File: config.mk
export PLATFORM = sky130hd
export DESIGN_NAME = tmr_chan_top
export DESIGN_NICKNAME = d
export VERILOG_FILES = /design/src/common/tmr_chan_pkg.sv /design/src/rtl/chan_path.sv /design/src/rtl/tmr_chan_top.sv
export VERILOG_INCLUDE_DIRS = /design/src /design/src/common
export SDC_FILE = /design/constraint.sdc
export NUM_CORES = 1
export LEC_CHECK = 0
export BUFFER_PORTS_ARGS = -buffer_cell sky130_fd_sc_hd__clkbuf_2
export CAP_MARGIN = 0
export CORE_UTILIZATION = 40
export CTS_CLUSTER_DIAMETER = 120
export CTS_CLUSTER_SIZE = 28
export DETAILED_ROUTE_END_ITERATION = 10
export GPL_TIMING_DRIVEN = 0
export HOLD_SLACK_MARGIN = 0.08
export MAX_ROUTING_LAYER = met4
export PLACE_DENSITY = 0.6
export SYNTH_ARGS = -nofsm -noshare
export SYNTH_HDL_FRONTEND = slang
export SYNTH_SLANG_ARGS = --single-unit
File: constraint.sdc
create_clock -name CORE_CLK -period 2.15 [get_ports CORE_CLK]
set_clock_uncertainty 0.1 [all_clocks]
set_input_delay 0.1075 -clock CORE_CLK [delete_from_list [all_inputs] [get_ports CORE_CLK]]
set_output_delay 0.1075 -clock CORE_CLK [all_outputs]
set_load 0.03 [all_outputs]
File: src/common/tmr_chan_map.svh
// Functional notes
// - output mode: polarity 0 means active high, 1 means active low
// - input mode: comp polarity and polarity pick the capture edge; the code uses polarity alone, comp polarity is ignored
// - both bits 0: rising edge active, input not inverted
// - comp 0, polarity 1: falling edge active, input inverted
// - polarity bits ignore writes while protection level is 11 or 10
// - output drives active state only while the channel enable is 1
// - input mode captures only while the channel enable is 1
// - enable, polarity, comp polarity at bits 0,1,3; second channel 4,5,7
// - second channel bits behave like the first channel bits
// - counter read returns the current count in bits 15 to 0
// - counter write replaces the running count
// - counter accepts half-word and word accesses
// - mode select 00 is output, other values are inputs with a source
// - capture prescaler is cleared whenever the channel enable is 0
`ifndef TMR_CHAN_MAP_SVH
`define TMR_CHAN_MAP_SVH
`define OFF_CTRL 8'h00
`define OFF_IRQ_EN 8'h0C
`define OFF_IRQ_STAT 8'h10
`define OFF_IRQ_CLR 8'h14
`define OFF_MODE 8'h18
`define OFF_CHEP 8'h20
`define OFF_COUNT 8'h24
`define OFF_CAPT_A 8'h34
`define OFF_CAPT_B 8'h38
`define CTRL_COUNT_EN 0
`define CTRL_PROTECTION_LEVEL_LO 8
`define CTRL_MASK 32'h0000_0301
`define CTRL_RESET 32'h0000_0000
`define PROTECTION_LEVEL_LOCK_BIT 1
`define CHEP_RESET 16'h0000
`define CHEP_WR_MASK 16'h00BB
`define CHEP_POL_MASK 16'h00AA
`define CHEP_A_EN 0
`define CHEP_A_POL 1
`define CHEP_A_NPOL 3
`define CHEP_B_EN 4
`define CHEP_B_POL 5
`define CHEP_B_NPOL 7
`define MODE_A_MS 0
`define MODE_A_PSC 2
`define MODE_B_MS 8
`define MODE_B_PSC 10
`define MODE_MASK 32'h0000_0F0F
`define MODE_A_FIELD 32'h0000_000F
`define MODE_B_FIELD 32'h0000_0F00
`define MODE_RESET 32'h0000_0000
`define MS_OUTPUT 2'h0
`define MS_OWN 2'h1
`define MS_OTHER 2'h2
`define PSC_DIV1 2'h0
`define PSC_DIV2 2'h1
`define PSC_DIV4 2'h2
`define PSC_LAST_1 3'h0
`define PSC_LAST_2 3'h1
`define PSC_LAST_4 3'h3
`define PSC_LAST_8 3'h7
`define PSC_STEP 3'h1
`define COUNT_RESET 16'h0000
`define COUNT_STEP 16'h0001
`define COUNT_TOP 16'hFFFF
`define STAT_CAP_A 0
`define STAT_CAP_B 1
`define STAT_OVF 2
`define STAT_RESET 3'h0
`define BE_WORD 4'hF
`define BE_HALF 4'h3
`define ZERO32 32'h0000_0000
`endif

File: src/common/tmr_chan_pkg.sv
package tmr_chan_pkg;
   typedef struct packed {
      logic [1:0] mode;
      logic [1:0] psc;
      logic enable;
      logic polarity;
      logic comp_polarity;
   } chan_cfg_type;

   typedef struct packed {
      logic read;
      logic write;
      logic [7:0] addr;
      logic [31:0] wdata;
      logic [3:0] be;
   } bus_req_type;
endpackage

File: src/rtl/chan_path.sv
`timescale 1ns/10ps
`include "tmr_chan_map.svh"

module chan_path
(
   input logic clk,
   input logic srst,
   input logic pin_in,
   input logic alt_in,
   input logic trig_in,
   input logic out_prep,
   input tmr_chan_pkg::chan_cfg_type cfg,
   input logic [15:0] count,
   output logic filt,
   output logic cap_pulse,
   output logic [15:0] cap_value,
   output logic pin_out,
   output logic pin_oe
);
   logic sync_1, sync_2, sync_3;
   logic src_prev;
   logic [2:0] psc_cnt;
   wire logic input_mode;
   wire logic src_raw;
   wire logic src;
   wire logic active_edge;
   wire logic [2:0] psc_last;
   wire logic psc_hit;

   assign input_mode = cfg.mode != `MS_OUTPUT;
   assign src_raw = (cfg.mode == `MS_OWN) ? filt :
      (cfg.mode == `MS_OTHER) ? alt_in : trig_in;
   // comp polarity set is reserved; it is left out of the edge choice
   assign src = src_raw ^ cfg.polarity;
   assign active_edge = src & ~src_prev;
   assign psc_last = (cfg.psc == `PSC_DIV1) ? `PSC_LAST_1 :
      (cfg.psc == `PSC_DIV2) ? `PSC_LAST_2 :
      (cfg.psc == `PSC_DIV4) ? `PSC_LAST_4 : `PSC_LAST_8;
   assign psc_hit = psc_cnt == psc_last;
   assign cap_pulse = active_edge & cfg.enable & input_mode & psc_hit;

   always_ff @(posedge clk)
   begin
      sync_1 <= pin_in;
      sync_2 <= sync_1;
      sync_3 <= sync_2;
      if (srst)
      begin
         filt <= 1'b0;
         src_prev <= 1'b0;
         psc_cnt <= `PSC_LAST_1;
         cap_value <= `COUNT_RESET;
         pin_out <= 1'b0;
         pin_oe <= 1'b0;
      end
      else
      begin
         if (sync_2 == sync_3)
            filt <= sync_3;
         src_prev <= src;
         if (!cfg.enable)
            psc_cnt <= `PSC_LAST_1;
         else if (active_edge && input_mode)
            psc_cnt <= psc_hit ? `PSC_LAST_1 : psc_cnt + `PSC_STEP;
         if (cap_pulse)
            cap_value <= count;
         // disabled or input: output rests at the inactive level
         pin_out <= (cfg.enable && !input_mode) ?
            out_prep ^ cfg.polarity : cfg.polarity;
         pin_oe <= cfg.enable & ~input_mode;
      end
   end
endmodule

File: src/rtl/tmr_chan_top.sv
`timescale 1ns/10ps
`include "tmr_chan_map.svh"

module tmr_chan_top
(
   input logic CORE_CLK,
   input logic SRST,
   input logic [7:0] AVS_ADDRESS,
   input logic AVS_READ,
   input logic AVS_WRITE,
   input logic [31:0] AVS_WRITEDATA,
   input logic [3:0] AVS_BYTEENABLE,
   output logic [31:0] AVS_READDATA,
   output logic AVS_WAITREQUEST,
   input logic CHAN_A_IN,
   output logic CHAN_A_OUT,
   output logic CHAN_A_OE,
   input logic CHAN_B_IN,
   output logic CHAN_B_OUT,
   output logic CHAN_B_OE,
   input logic OUT_PREP_A,
   input logic OUT_PREP_B,
   input logic TRIG_IN,
   output logic IRQ
);
   // ---------------------------------------------------------------
   // declarations
   // ---------------------------------------------------------------
   tmr_chan_pkg::bus_req_type req;
   tmr_chan_pkg::chan_cfg_type cfg_a;
   tmr_chan_pkg::chan_cfg_type cfg_b;

   logic waitreq;
   logic [31:0] rdata;
   logic [31:0] ctrl;
   logic [31:0] mode_reg;
   logic [15:0] chep;
   logic [15:0] count;
   logic [2:0] irq_en;
   logic [2:0] stat;
   logic irq;

   wire logic req_any;
   wire logic wr_go;
   wire logic rd_take;
   wire logic sel_ctrl;
   wire logic sel_en;
   wire logic sel_stat;
   wire logic sel_clr;
   wire logic sel_mode;
   wire logic sel_chep;
   wire logic sel_count;
   wire logic sel_capt_a;
   wire logic sel_capt_b;
   wire logic [31:0] rd_mux;

   wire logic count_enable;
   wire logic [1:0] protection_level;
   wire logic locked;
   wire logic chan_a_enable;
   wire logic chan_a_polarity;
   wire logic chan_a_comp_polarity;
   wire logic chan_b_enable;
   wire logic chan_b_polarity;
   wire logic chan_b_comp_polarity;

   wire logic [31:0] ctrl_wr;
   wire logic [31:0] mode_wr;
   wire logic [31:0] mode_hold;
   wire logic [31:0] next_mode;
   wire logic [15:0] chep_wr;
   wire logic [15:0] pol_keep;
   wire logic [15:0] next_chep;
   wire logic [15:0] count_wr;
   wire logic wr_count;
   wire logic [15:0] next_count;
   wire logic overflow_evt;
   wire logic [2:0] events;
   wire logic [2:0] clr_bits;
   wire logic [2:0] next_stat;
   wire logic [2:0] next_irq_en;
   wire logic [31:0] en_wr;

   wire logic filtered_input_a_to_a;
   wire logic filtered_input_b_to_a;
   wire logic cap_a_pulse;
   wire logic cap_b_pulse;
   wire logic [15:0] cap_a_value;
   wire logic [15:0] cap_b_value;
   wire logic chan_a_output;
   wire logic chan_a_oe;
   wire logic chan_b_output;
   wire logic chan_b_oe;

   // ---------------------------------------------------------------
   // byte lane merge
   // ---------------------------------------------------------------
   function automatic logic [31:0] merge_lanes
   (
      input logic [31:0] old,
      input logic [31:0] wdata,
      input logic [3:0] be
   );
      logic [31:0] mask;
      mask = {{8{be[3]}}, {8{be[2]}}, {8{be[1]}}, {8{be[0]}}};
      merge_lanes = (wdata & mask) | (old & ~mask);
   endfunction

   // ---------------------------------------------------------------
   // bus slave decode
   // ---------------------------------------------------------------
   assign req = {AVS_READ, AVS_WRITE, AVS_ADDRESS, AVS_WRITEDATA,
      AVS_BYTEENABLE};
   assign req_any = req.read | req.write;
   // one wait cycle per access; the write lands on the release edge
   assign wr_go = req.write & ~waitreq;
   assign rd_take = req.read & waitreq;

   assign sel_ctrl = req.addr == `OFF_CTRL;
   assign sel_en = req.addr == `OFF_IRQ_EN;
   assign sel_stat = req.addr == `OFF_IRQ_STAT;
   assign sel_clr = req.addr == `OFF_IRQ_CLR;
   assign sel_mode = req.addr == `OFF_MODE;
   assign sel_chep = req.addr == `OFF_CHEP;
   assign sel_count = req.addr == `OFF_COUNT;
   assign sel_capt_a = req.addr == `OFF_CAPT_A;
   assign sel_capt_b = req.addr == `OFF_CAPT_B;

   // unmapped and write-only addresses read as zero
   assign rd_mux = sel_ctrl ? ctrl :
      sel_en ? 32'(irq_en) :
      sel_stat ? 32'(stat) :
      sel_mode ? mode_reg :
      sel_chep ? 32'(chep) :
      sel_count ? 32'(count) :
      sel_capt_a ? 32'(cap_a_value) :
      sel_capt_b ? 32'(cap_b_value) : `ZERO32;

   // ---------------------------------------------------------------
   // register fields
   // ---------------------------------------------------------------
   assign count_enable = ctrl[`CTRL_COUNT_EN];
   assign protection_level = ctrl[`CTRL_PROTECTION_LEVEL_LO +: 2];
   assign locked = protection_level[`PROTECTION_LEVEL_LOCK_BIT];
   assign chan_a_enable = chep[`CHEP_A_EN];
   assign chan_a_polarity = chep[`CHEP_A_POL];
   assign chan_a_comp_polarity = chep[`CHEP_A_NPOL];
   assign chan_b_enable = chep[`CHEP_B_EN];
   assign chan_b_polarity = chep[`CHEP_B_POL];
   assign chan_b_comp_polarity = chep[`CHEP_B_NPOL];

   assign cfg_a = {mode_reg[`MODE_A_MS +: 2], mode_reg[`MODE_A_PSC +: 2],
      chan_a_enable, chan_a_polarity, chan_a_comp_polarity};
   assign cfg_b = {mode_reg[`MODE_B_MS +: 2], mode_reg[`MODE_B_PSC +: 2],
      chan_b_enable, chan_b_polarity, chan_b_comp_polarity};

   // ---------------------------------------------------------------
   // write data
   // ---------------------------------------------------------------
   assign ctrl_wr = merge_lanes(ctrl, req.wdata, req.be) & `CTRL_MASK;
   assign en_wr = merge_lanes(32'(irq_en), req.wdata, req.be);
   assign next_irq_en = (wr_go && sel_en) ? en_wr[2:0] : irq_en;

   // mode fields only change while their channel is off
   assign mode_wr = merge_lanes(mode_reg, req.wdata, req.be) & `MODE_MASK;
   assign mode_hold = (chan_a_enable ? `MODE_A_FIELD : `ZERO32) |
      (chan_b_enable ? `MODE_B_FIELD : `ZERO32);
   assign next_mode = (wr_go && sel_mode) ?
      (mode_wr & ~mode_hold) | (mode_reg & mode_hold) : mode_reg;

   // reserved bits are forced to zero rather than trusted
   assign chep_wr = 16'(merge_lanes(32'(chep), req.wdata, req.be))
      & `CHEP_WR_MASK;
   assign pol_keep = locked ? `CHEP_POL_MASK : `CHEP_RESET;
   assign next_chep = (wr_go && sel_chep) ?
      (chep_wr & ~pol_keep) | (chep & pol_keep) : chep;

   // ---------------------------------------------------------------
   // counter
   // ---------------------------------------------------------------
   assign count_wr = 16'(merge_lanes(32'(count), req.wdata, req.be));
   assign wr_count = wr_go & sel_count & (|req.be[1:0]);
   assign next_count = wr_count ? count_wr :
      count_enable ? count + `COUNT_STEP : count;
   assign overflow_evt = count_enable & ~wr_count & (count == `COUNT_TOP);

   // ---------------------------------------------------------------
   // interrupt status
   // ---------------------------------------------------------------
   assign events = {overflow_evt, cap_b_pulse, cap_a_pulse};
   assign clr_bits = (wr_go && sel_clr) ? 3'(req.wdata) : `STAT_RESET;
   // an event in the clearing cycle survives the clear
   assign next_stat = (stat & ~clr_bits) | events;

   // ---------------------------------------------------------------
   // registers
   // ---------------------------------------------------------------
   always_ff @(posedge CORE_CLK)
   begin
      if (SRST)
      begin
         waitreq <= 1'b1;
         rdata <= `ZERO32;
      end
      else
      begin
         waitreq <= ~(req_any & waitreq);
         rdata <= rd_take ? rd_mux : `ZERO32;
      end
   end

   always_ff @(posedge CORE_CLK)
   begin
      if (SRST)
      begin
         ctrl <= `CTRL_RESET;
         mode_reg <= `MODE_RESET;
         chep <= `CHEP_RESET;
         irq_en <= `STAT_RESET;
      end
      else
      begin
         if (wr_go && sel_ctrl)
            ctrl <= ctrl_wr;
         mode_reg <= next_mode;
         chep <= next_chep;
         irq_en <= next_irq_en;
      end
   end

   always_ff @(posedge CORE_CLK)
   begin
      if (SRST)
      begin
         count <= `COUNT_RESET;
         stat <= `STAT_RESET;
         irq <= 1'b0;
      end
      else
      begin
         count <= next_count;
         stat <= next_stat;
         irq <= |(next_stat & next_irq_en);
      end
   end

   assign AVS_WAITREQUEST = waitreq;
   assign AVS_READDATA = rdata;
   assign IRQ = irq;
   assign CHAN_A_OUT = chan_a_output;
   assign CHAN_A_OE = chan_a_oe;
   assign CHAN_B_OUT = chan_b_output;
   assign CHAN_B_OE = chan_b_oe;

   // ---------------------------------------------------------------
   // channels
   // ---------------------------------------------------------------
   chan_path u_chan_a
   (
      .clk(CORE_CLK),
      .srst(SRST),
      .pin_in(CHAN_A_IN),
      .alt_in(filtered_input_b_to_a),
      .trig_in(TRIG_IN),
      .out_prep(OUT_PREP_A),
      .cfg(cfg_a),
      .count(count),
      .filt(filtered_input_a_to_a),
      .cap_pulse(cap_a_pulse),
      .cap_value(cap_a_value),
      .pin_out(chan_a_output),
      .pin_oe(chan_a_oe)
   );

   chan_path u_chan_b
   (
      .clk(CORE_CLK),
      .srst(SRST),
      .pin_in(CHAN_B_IN),
      .alt_in(filtered_input_a_to_a),
      .trig_in(TRIG_IN),
      .out_prep(OUT_PREP_B),
      .cfg(cfg_b),
      .count(count),
      .filt(filtered_input_b_to_a),
      .cap_pulse(cap_b_pulse),
      .cap_value(cap_b_value),
      .pin_out(chan_b_output),
      .pin_oe(chan_b_oe)
   );
endmodule
=== Word-level counts from Yosys, hierarchy flattened ===
Index checks and enable logic that the tools add are counted.

* Output and inout port bits: 38
* Input bits: 53
* Bits in registers: 159

* Bitwise gates (word level): 57
* Equal/unequal tests: 21
* Muxes and demuxes: 29
* Reductions and logical operators: 24
* $add $sub $neg: 3

{| class="wikitable"
|+ Operators by type and width
! operator !! number
|-
| $mux W16 || 6
|-
| $and A12 B32 Y32 || 1
|-
| $and A16 B16 Y16 || 2
|-
| $and A32 B12 Y32 || 1
|-
| $eq A8 B6 Y1 const B || 4
|-
| $mux W32 || 1
|-
| $not A12 Y32 || 1
|-
| $or A16 B16 Y16 || 2
|-
| $or A32 B32 Y32 || 1
|-
| $mux W10 || 3
|-
| $mux W3 || 10
|-
| $eq A8 B5 Y1 const B || 3
|-
| $and A1 B1 Y1 || 17
|-
| $add A16 B1 Y16 const B || 1
|-
| $and A16 B8 Y16 || 1
|-
| $and A8 B16 Y16 || 1
|-
| $eq A16 B16 Y1 const B || 1
|-
| $not A16 Y16 || 1
|-
| $not A8 Y16 || 1
|-
| $and A12 B12 Y12 || 1
|-
| $mux W12 || 1
|-
| $or A12 B12 Y12 || 1
|-
| $or A4 B12 Y12 || 1
|-
| $and A10 B10 Y10 || 1
|-
| 26 further kinds || 71
|}

=== Depth between registers and ports, before layout ===
Gate-level depths: netlist (run 1).

* Depth in word-level cells: 11
* Mapped depth: 9
* Depth with buffers taken out: 7

=== Modules after synthesis ===
From an unflattened synthesis (run 1), not the netlist that was laid out.

* Cells, all modules: 642
* Area total of the unflattened synthesis: 5748.0 um^2

{| class="wikitable"
|+ By module, submodules not included
! module !! cells each !! times used !! area each (um^2)
|-
| tmr_chan_top || 396 || 1 || 3325.7
|-
| chan_path || 123 || 2 || 1211.2
|}

=== Least setup slack after synthesis (run 1) ===
Ideal clock, no wire load.

* Kind: register -> register
* From: register with a tool-made name
* To: register irq (netlist: IRQ)
* Cell stages (with the launch flop): 9
* Clock period less this slack: 1990 ps
* Setup slack: 160 ps
* Arrival: 1770 ps
* Cells stage by stage: dfxtp_1 -> buf_6 -> mux2i_1 -> mux2i_2 -> mux2_4 -> and3_4 -> buf_6 -> o21a_1 -> a211o_1

{| class="wikitable"
|+ RTL lines
! element !! RTL line !! source
|-
| end signal: assignment || tmr_chan_top.sv:243 || <nowiki>irq <= |(next_stat & next_irq_en);</nowiki>
|-
| end: declaration || tmr_chan_top.sv:41 || <nowiki>logic irq;</nowiki>
|}

==> results.sh, run 1 <==
export IMPL_drv_cap=0
export IMPL_ff2ff_path_depth=7
export IMPL_crit_buf_inv=1
export IMPL_route_vias_total=4783
export IMPL_max_stage_delay_ps=410
export IMPL_die_area_um2=13340
export IMPL_gr_max_usage_layer="met2"
export IMPL_yosys_area_top_type_share=0.4233
export IMPL_worstSetupPathType="reg -> reg"
export IMPL_avgSynthCellArea_um2=8.812
export IMPL_layout_min_cycle_time_ps=2093
export IMPL_synth_xor_area_share=0.02209
export IMPL_status="completed"
export IMPL_crit_arrival_ps=2210
export IMPL_synth_edf_count=0
export IMPL_grt_antenna_before_repair=0
export IMPL_clock_tree_root_cell="clkbuf_16"
export IMPL_required_ps=2260
export IMPL_p_leak_uw=0.002502
export IMPL_dp_hpwl_um=11180
export IMPL_yosys_area_share_simple=0.2107
export IMPL_fp_coreArea_um2=12570
export IMPL_worstSetupStartpointType="flip-flop"
export IMPL_post_place_cells=825
export IMPL_whs_path_depth=3
export IMPL_min_delay_start="AVS_BYTEENABLE[1]"
export IMPL_critPathMaxFanout=7
export IMPL_wl_per_cell_um=18.09
export IMPL_p_total_uw=4006
export IMPL_met3_usage=0.06172
export IMPL_die_x_um=115.5
export IMPL_synthesis_area_um2=5155
export IMPL_clk_pin_slew_ps=70
export IMPL_hold_viol_final=0
export IMPL_synth_top_family_by_area="simple AND/OR/NAND/NOR gates"
export IMPL_num_io_pins=91
export IMPL_cts_sinks=109
export IMPL_path_delay_family="simple AND/OR/NAND/NOR gates"
export IMPL_seq_area_frac_synth=0.4233
export IMPL_nets=748
export IMPL_viasPerCell=5.504
export IMPL_port_buffers=53
export IMPL_yosysMostFrequentCell="dfxtp_1"
export IMPL_htree_levels=3
export IMPL_yosys_area_top_type="dfxtp_1"
export IMPL_drv_slew=0
export IMPL_track_usage=0.2512
export IMPL_drtAntennaViolNets=0
export IMPL_stdcell_count=869
export IMPL_clkLatencyLatePin_ps=350
export IMPL_drc=0
export IMPL_grt_util_met2=0.3920
export IMPL_cts_made_buffers=9
export IMPL_cp_cell_sequence="nor2b_1 -> clkbuf_2 -> nand2_1 -> nor2_2 -> o21ai_1 -> a21oi_1 -> a211oi_1"
export IMPL_hold_path_class="in -> reg"
export IMPL_vdd_drop_max_uv=512.3
export IMPL_r2r_start="AVS_WAITREQUEST"
export IMPL_ys_types=64
export IMPL_r2r_slack_ps=60
export IMPL_grt_max_degree=17
export IMPL_overflow=0
export IMPL_drtIter0Drc=377
export IMPL_cts_buffer_depth=2
export IMPL_antenna_cells=0
export IMPL_cts_tree="done"
export IMPL_max_freq_mhz=477.9
export IMPL_synthFlopType="dfxtp_1"
export IMPL_start_util=0.4102
export IMPL_fillerInstances=1198
export IMPL_setup_violations=0
export IMPL_synth_compound_area_frac=0.1587
export IMPL_tightest_slew_ps=759.2
export IMPL_powerDensity_nw_per_um2=629.2
export IMPL_multiInputGateArea_um2=2745
export IMPL_synth_area_leaders="dfxtp_1 (42%), mux2i_1 (10%), nor2_1 (6.8%)"
export IMPL_endpoint_kind="flip-flop"
export IMPL_synth_common_cells="dfxtp_1 (109), nor2_1 (93), mux2i_1 (53)"
export IMPL_ys_warn_count=0
export IMPL_grt_pass1_wl_um=24250
export IMPL_critPathSlowestCell="nor2_2"
export IMPL_totalWireLength_um=15720
export IMPL_gr_usage_met1=0.3095
export IMPL_dieHeight_um=115.5
export IMPL_yosys_area_share_adder=0.007282
export IMPL_ys_ff_latch=109
export IMPL_layout_drive_gt1_share=0.2009
export IMPL_post_route_period_util=0.9733
export IMPL_gp_congestion=0.9640
export IMPL_grt_pass1_vias=4569
export IMPL_ys_async_sr_fraction=0
export IMPL_dr_pass1_iters=8
export IMPL_synth_mux_area_frac=0.1085
export IMPL_whs_ps=69.84
export IMPL_relSlewSlack=0.4939
export IMPL_area_delta_synth_final_pct=23.52
export IMPL_rows=41
export IMPL_syn_inst=585
export IMPL_seqCellArea_um2=2188
## through the flow
step	instance area, um^2	setup WS, ps	TNS (ps)	utilization
5_1_grt	6367	-4.977	-7.689	0.5066
2_1_floorplan	5211	160.3	0	-
6_report	6367	57.31	0	0.5066
4_1_cts	6255	3.823	0	0.4977
3_3_place_gp	5692	-176.8	-860.8	0.4529
3_5_place_dp	5692	-167.8	-1488	0.4529
## cell type report
cell class,count,share of cell area
plain buffers,47,0.05011
clock buffers,12,0.03871
clock inverters,4,0.007467
inverters,10,0.005895
multi-input cells,431,0.4311
flip-flops and latches,109,0.3437
well taps,172,0.03380
repair buffers,84,0.08921
## worst reg2reg max path, delay by kind of cell, from the launching register on
kind,cells,cell delay (ps)
and+or+nand+nor,3,720
AOI/OAI and AO/OA,3,600
DFF,1,340
buffers and inverters,1,210
## per-layer routing
metal	share of wire	wire (um)
met1	0.44	6872
met2	0.47	7385
met3	0.064	1012
met4	0.029	453
met5	0	0
## cells in the final DEF, fill, tap and decap left out, types with 16 or more instances in the layout
| cell | instances |
|---|---|
| buf_4 | 24 |
| mux2i_1 | 51 |
| conb_1 | 16 |
| nand3_1 | 21 |
| a21oi_1 | 31 |
| nand2_1 | 42 |
| clkbuf_2 | 55 |
| dlygate4sd3_1 | 23 |
| o21ai_0 | 25 |
| dfxtp_1 | 104 |
| nor2_1 | 92 |
## power by group
part,total [uW],switching (uW),internal [uW]
clock network,1650,719,932
registers,2050,13.3,2030
logic,308,194,114
total,4010,926,3080
## logic make-up after synthesis
logic type / Yosys count
buf+inv: 60
flops: 109
other cells: 1
mux: 55
simple gates: 221
compound gates: 123
xor+xnor: 13
fa+ha+maj: 3
## worst max-delay path by stage
stage	startpoint	to	depth (start not counted)
2_1_floorplan	flip-flop	IRQ	8
3_3_place_gp	AVS_ADDRESS[5]	IRQ	7
3_5_place_dp	flip-flop	IRQ	7
4_1_cts	flip-flop	IRQ	6
5_1_grt	AVS_WAITREQUEST	flip-flop	7
6_report	AVS_WAITREQUEST	flip-flop	7
## what timing repair did
| action | 4_1_cts | 5_1_grt |
|---|---|---|
| pin swaps | 1 | 1 |
| setup endpoints to repair | 14 | 35 |
| buffers inserted | 3 | 5 |
| endpoints found under the hold margin | 40 | 0 |
| resized for setup | 7 | 18 |
| hold buffers | 23 | 0 |
| gates cloned | 0 | 0 |
No activity file was read; power rests on OpenSTA's default activity.
==> run 2, diff against run 1 <==
--- a/config.mk
+++ b/config.mk
@@ -8,14 +8,14 @@
 export LEC_CHECK = 0
 export BUFFER_PORTS_ARGS = -buffer_cell sky130_fd_sc_hd__clkbuf_2
 export CAP_MARGIN = 0
-export CORE_UTILIZATION = 40
+export CORE_UTILIZATION = 45
 export CTS_CLUSTER_DIAMETER = 120
 export CTS_CLUSTER_SIZE = 28
 export DETAILED_ROUTE_END_ITERATION = 10
 export GPL_TIMING_DRIVEN = 0
 export HOLD_SLACK_MARGIN = 0.08
 export MAX_ROUTING_LAYER = met4
-export PLACE_DENSITY = 0.6
+export PLACE_DENSITY = 0.66
 export SYNTH_ARGS = -nofsm -noshare
 export SYNTH_HDL_FRONTEND = slang
 export SYNTH_SLANG_ARGS = --single-unit
==> run 2 against run 1 <==
Cell count shrank 4.1%. Via count grew 0.19%. Sequential power barely moved. Total power up 0.50%. Combinational power shrank 2%. Sequential share of layout area increased by 0.45 points. First-iteration DRC count increased by 48%. Cell area decreased by 1.5%. Flip-flop and latch count stayed put. Worst hold slack improved by 30 ps. Routed wire length is 3.7% lower. Utilization rose by 6.5 points. Highest routed layer unchanged.
==> results.sh, run 2 (synthesized netlist as in run 1, its figures left out) <==
export IMPL_endpoint_kind="flip-flop"
export IMPL_track_usage=0.2687
export IMPL_wl_met3_um=1167
export IMPL_htree_levels=3
export IMPL_status="completed"
export IMPL_setup_violations=0
export IMPL_route_vias_total=4792
export IMPL_p_leak_uw=0.002496
export IMPL_cts_tree="done"
export IMPL_wl_per_cell_um=18.18
export IMPL_critPathMaxFanout=9
export IMPL_drtAntennaViolNets=0
export IMPL_finalSetupTns_ps=0
export IMPL_post_place_cells=793
export IMPL_crit_buf_inv=2
export IMPL_post_route_period_util=0.9688
export IMPL_drv_slew=0
export IMPL_layout_drive_gt1_share=0.1905
export IMPL_final_cell_mix="dfxtp_1 (107), nor2_1 (92), clkbuf_2 (54)"
export IMPL_drc=0
export IMPL_viasPerCell=5.753
export IMPL_vdd_drop_max_uv=722.8
export IMPL_hold_path_class="in -> reg"
export IMPL_clk_pin_slew_ps=70
export IMPL_grt_antenna_before_repair=0
export IMPL_cts_made_buffers=9
export IMPL_antenna_cells=0
export IMPL_grt_max_degree=19
export IMPL_drtIter0Drc=558
export IMPL_grt_pass1_wl_um=23410
export IMPL_utilization=0.5713
export IMPL_fp_coreArea_um2=10980
export IMPL_powerDensity_nw_per_um2=641.7
export IMPL_wl_met1_um=6459
export IMPL_tightest_slew_ps=714.3
export IMPL_worstSetupStartpointType="flip-flop"
export IMPL_drv_cap=0
export IMPL_max_freq_mhz=480.1
export IMPL_nets=744
export IMPL_hold_viol_final=0
export IMPL_required_ps=2280
export IMPL_top_layer="met4"
export IMPL_fillerInstances=1011
export IMPL_num_io_pins=91
export IMPL_worst_slack_ps=67.04
export IMPL_die_x_um=109.0
export IMPL_gp_congestion=0.9344
export IMPL_post_place_ws_ps=-128.4
export IMPL_clkLatencyLatePin_ps=350
export IMPL_overflow=0
export IMPL_stdcell_count=833
export IMPL_grt_setup_unrepaired="true"
export IMPL_path_delay_family="compound AO/OA/AOI/OAI gates"
export IMPL_area_delta_synth_final_pct=21.72
export IMPL_cts_sinks=109
export IMPL_critPathSlowestCell="dfxtp_1"
export IMPL_worstSetupPathType="reg -> reg"
export IMPL_relSlewSlack=0.5228
export IMPL_rows=38
export IMPL_cp_cell_sequence="nor2b_1 -> clkbuf_1 -> and4_1 -> buf_6 -> nor2_4 -> a31oi_2 -> nor3_1 -> a211o_1"
export IMPL_die_area_um2=11890
export IMPL_dp_hpwl_um=10680
export IMPL_totalWireLength_um=15140
export IMPL_layout_commonest_cell="dfxtp_1"
export IMPL_clock_tree_root_cell="clkbuf_16"
export IMPL_max_stage_delay_ps=360
export IMPL_crit_arrival_ps=2220
export IMPL_seqCellArea_um2=2185
export IMPL_dieHeight_um=109.0
export IMPL_layout_min_cycle_time_ps=2083
export IMPL_grt_pass1_vias=4440
export IMPL_start_util=0.4694
export IMPL_cts_buffer_depth=2
export IMPL_port_buffers=53
export IMPL_dr_wl_met2_um=7154
export IMPL_dr_pass1_iters=9
export IMPL_multiInputGateArea_um2=2726
[run 2: changes by cell type in the layout (fill, tap and decap cells not counted), sizes merged]
cell / before / now
buf: 40 / 37
clkbuf: 80 / 77
clkinv: 2 / 3
dlygate4sd3: 23 / 22
inv: 10 / 12
[run 2: repair_timing]
item	in CTS	in global routing
gates resized for setup	5	13
setup endpoints to repair	11	31
pin swaps	1	0
hold buffers	21	1
endpoints found under the hold margin	35	1
cloned	0	1
setup buffers	1	4
[run 2: metal layers]
| layer | vias to the layer above | global-route usage |
|---|---|---|
| li1 | 2269 | - |
| met1 | 2278 | 0.3333 |
| met2 | 211 | 0.4331 |
| met3 | 34 | 0.05380 |
| met4 | 0 | 0.09459 |
| met5 | - | - |
[run 2: cell type report]
cell class,instances,area share
Buffer,46,0.04845
Clock buffer,9,0.03589
Clock inverter,7,0.01176
Inverter,10,0.005982
Multi-Input combinational cell,431,0.4345
Sequential cell,109,0.3482
Tap cell,140,0.02792
Timing Repair Buffer,81,0.08734
[run 2: final timing paths]
check	end	slack [ps]	depth (start not counted)	start
max reg2reg	IRQ	70	8	AVS_WAITREQUEST
min	flip-flop	100	3	AVS_WRITEDATA[0]
max	IRQ	70	8	AVS_WAITREQUEST
min reg2reg	u_chan_a.sync_2	230	0	u_chan_a.sync_1
[run 2: worst register-to-register path: cells and delay by family, from the launching register on]
family                 cells  cell delay (ps)
buffers and inverters      2              430
flip-flops                 1              360
AO/OA/AOI/OAI              2              560
AND/OR/NAND/NOR            4              530
[run 2: power by group]
part	switching [uW]	internal (uW)
Combinational	189	114
Clock	767	910
Sequential	14.0	2030
Total	969	3060
[run 2: stage by stage]
stage                     hold slack, ps  cell area [um^2]  power (uW)
final                              100.2              6275        4026
after global routing               92.98              6275        4132
after CTS                          80.96              6172        4032
after detailed placement           114.1              5652        2350
after global placement             112.2              5652        2346
after floorplan                    35.22              5211        2249
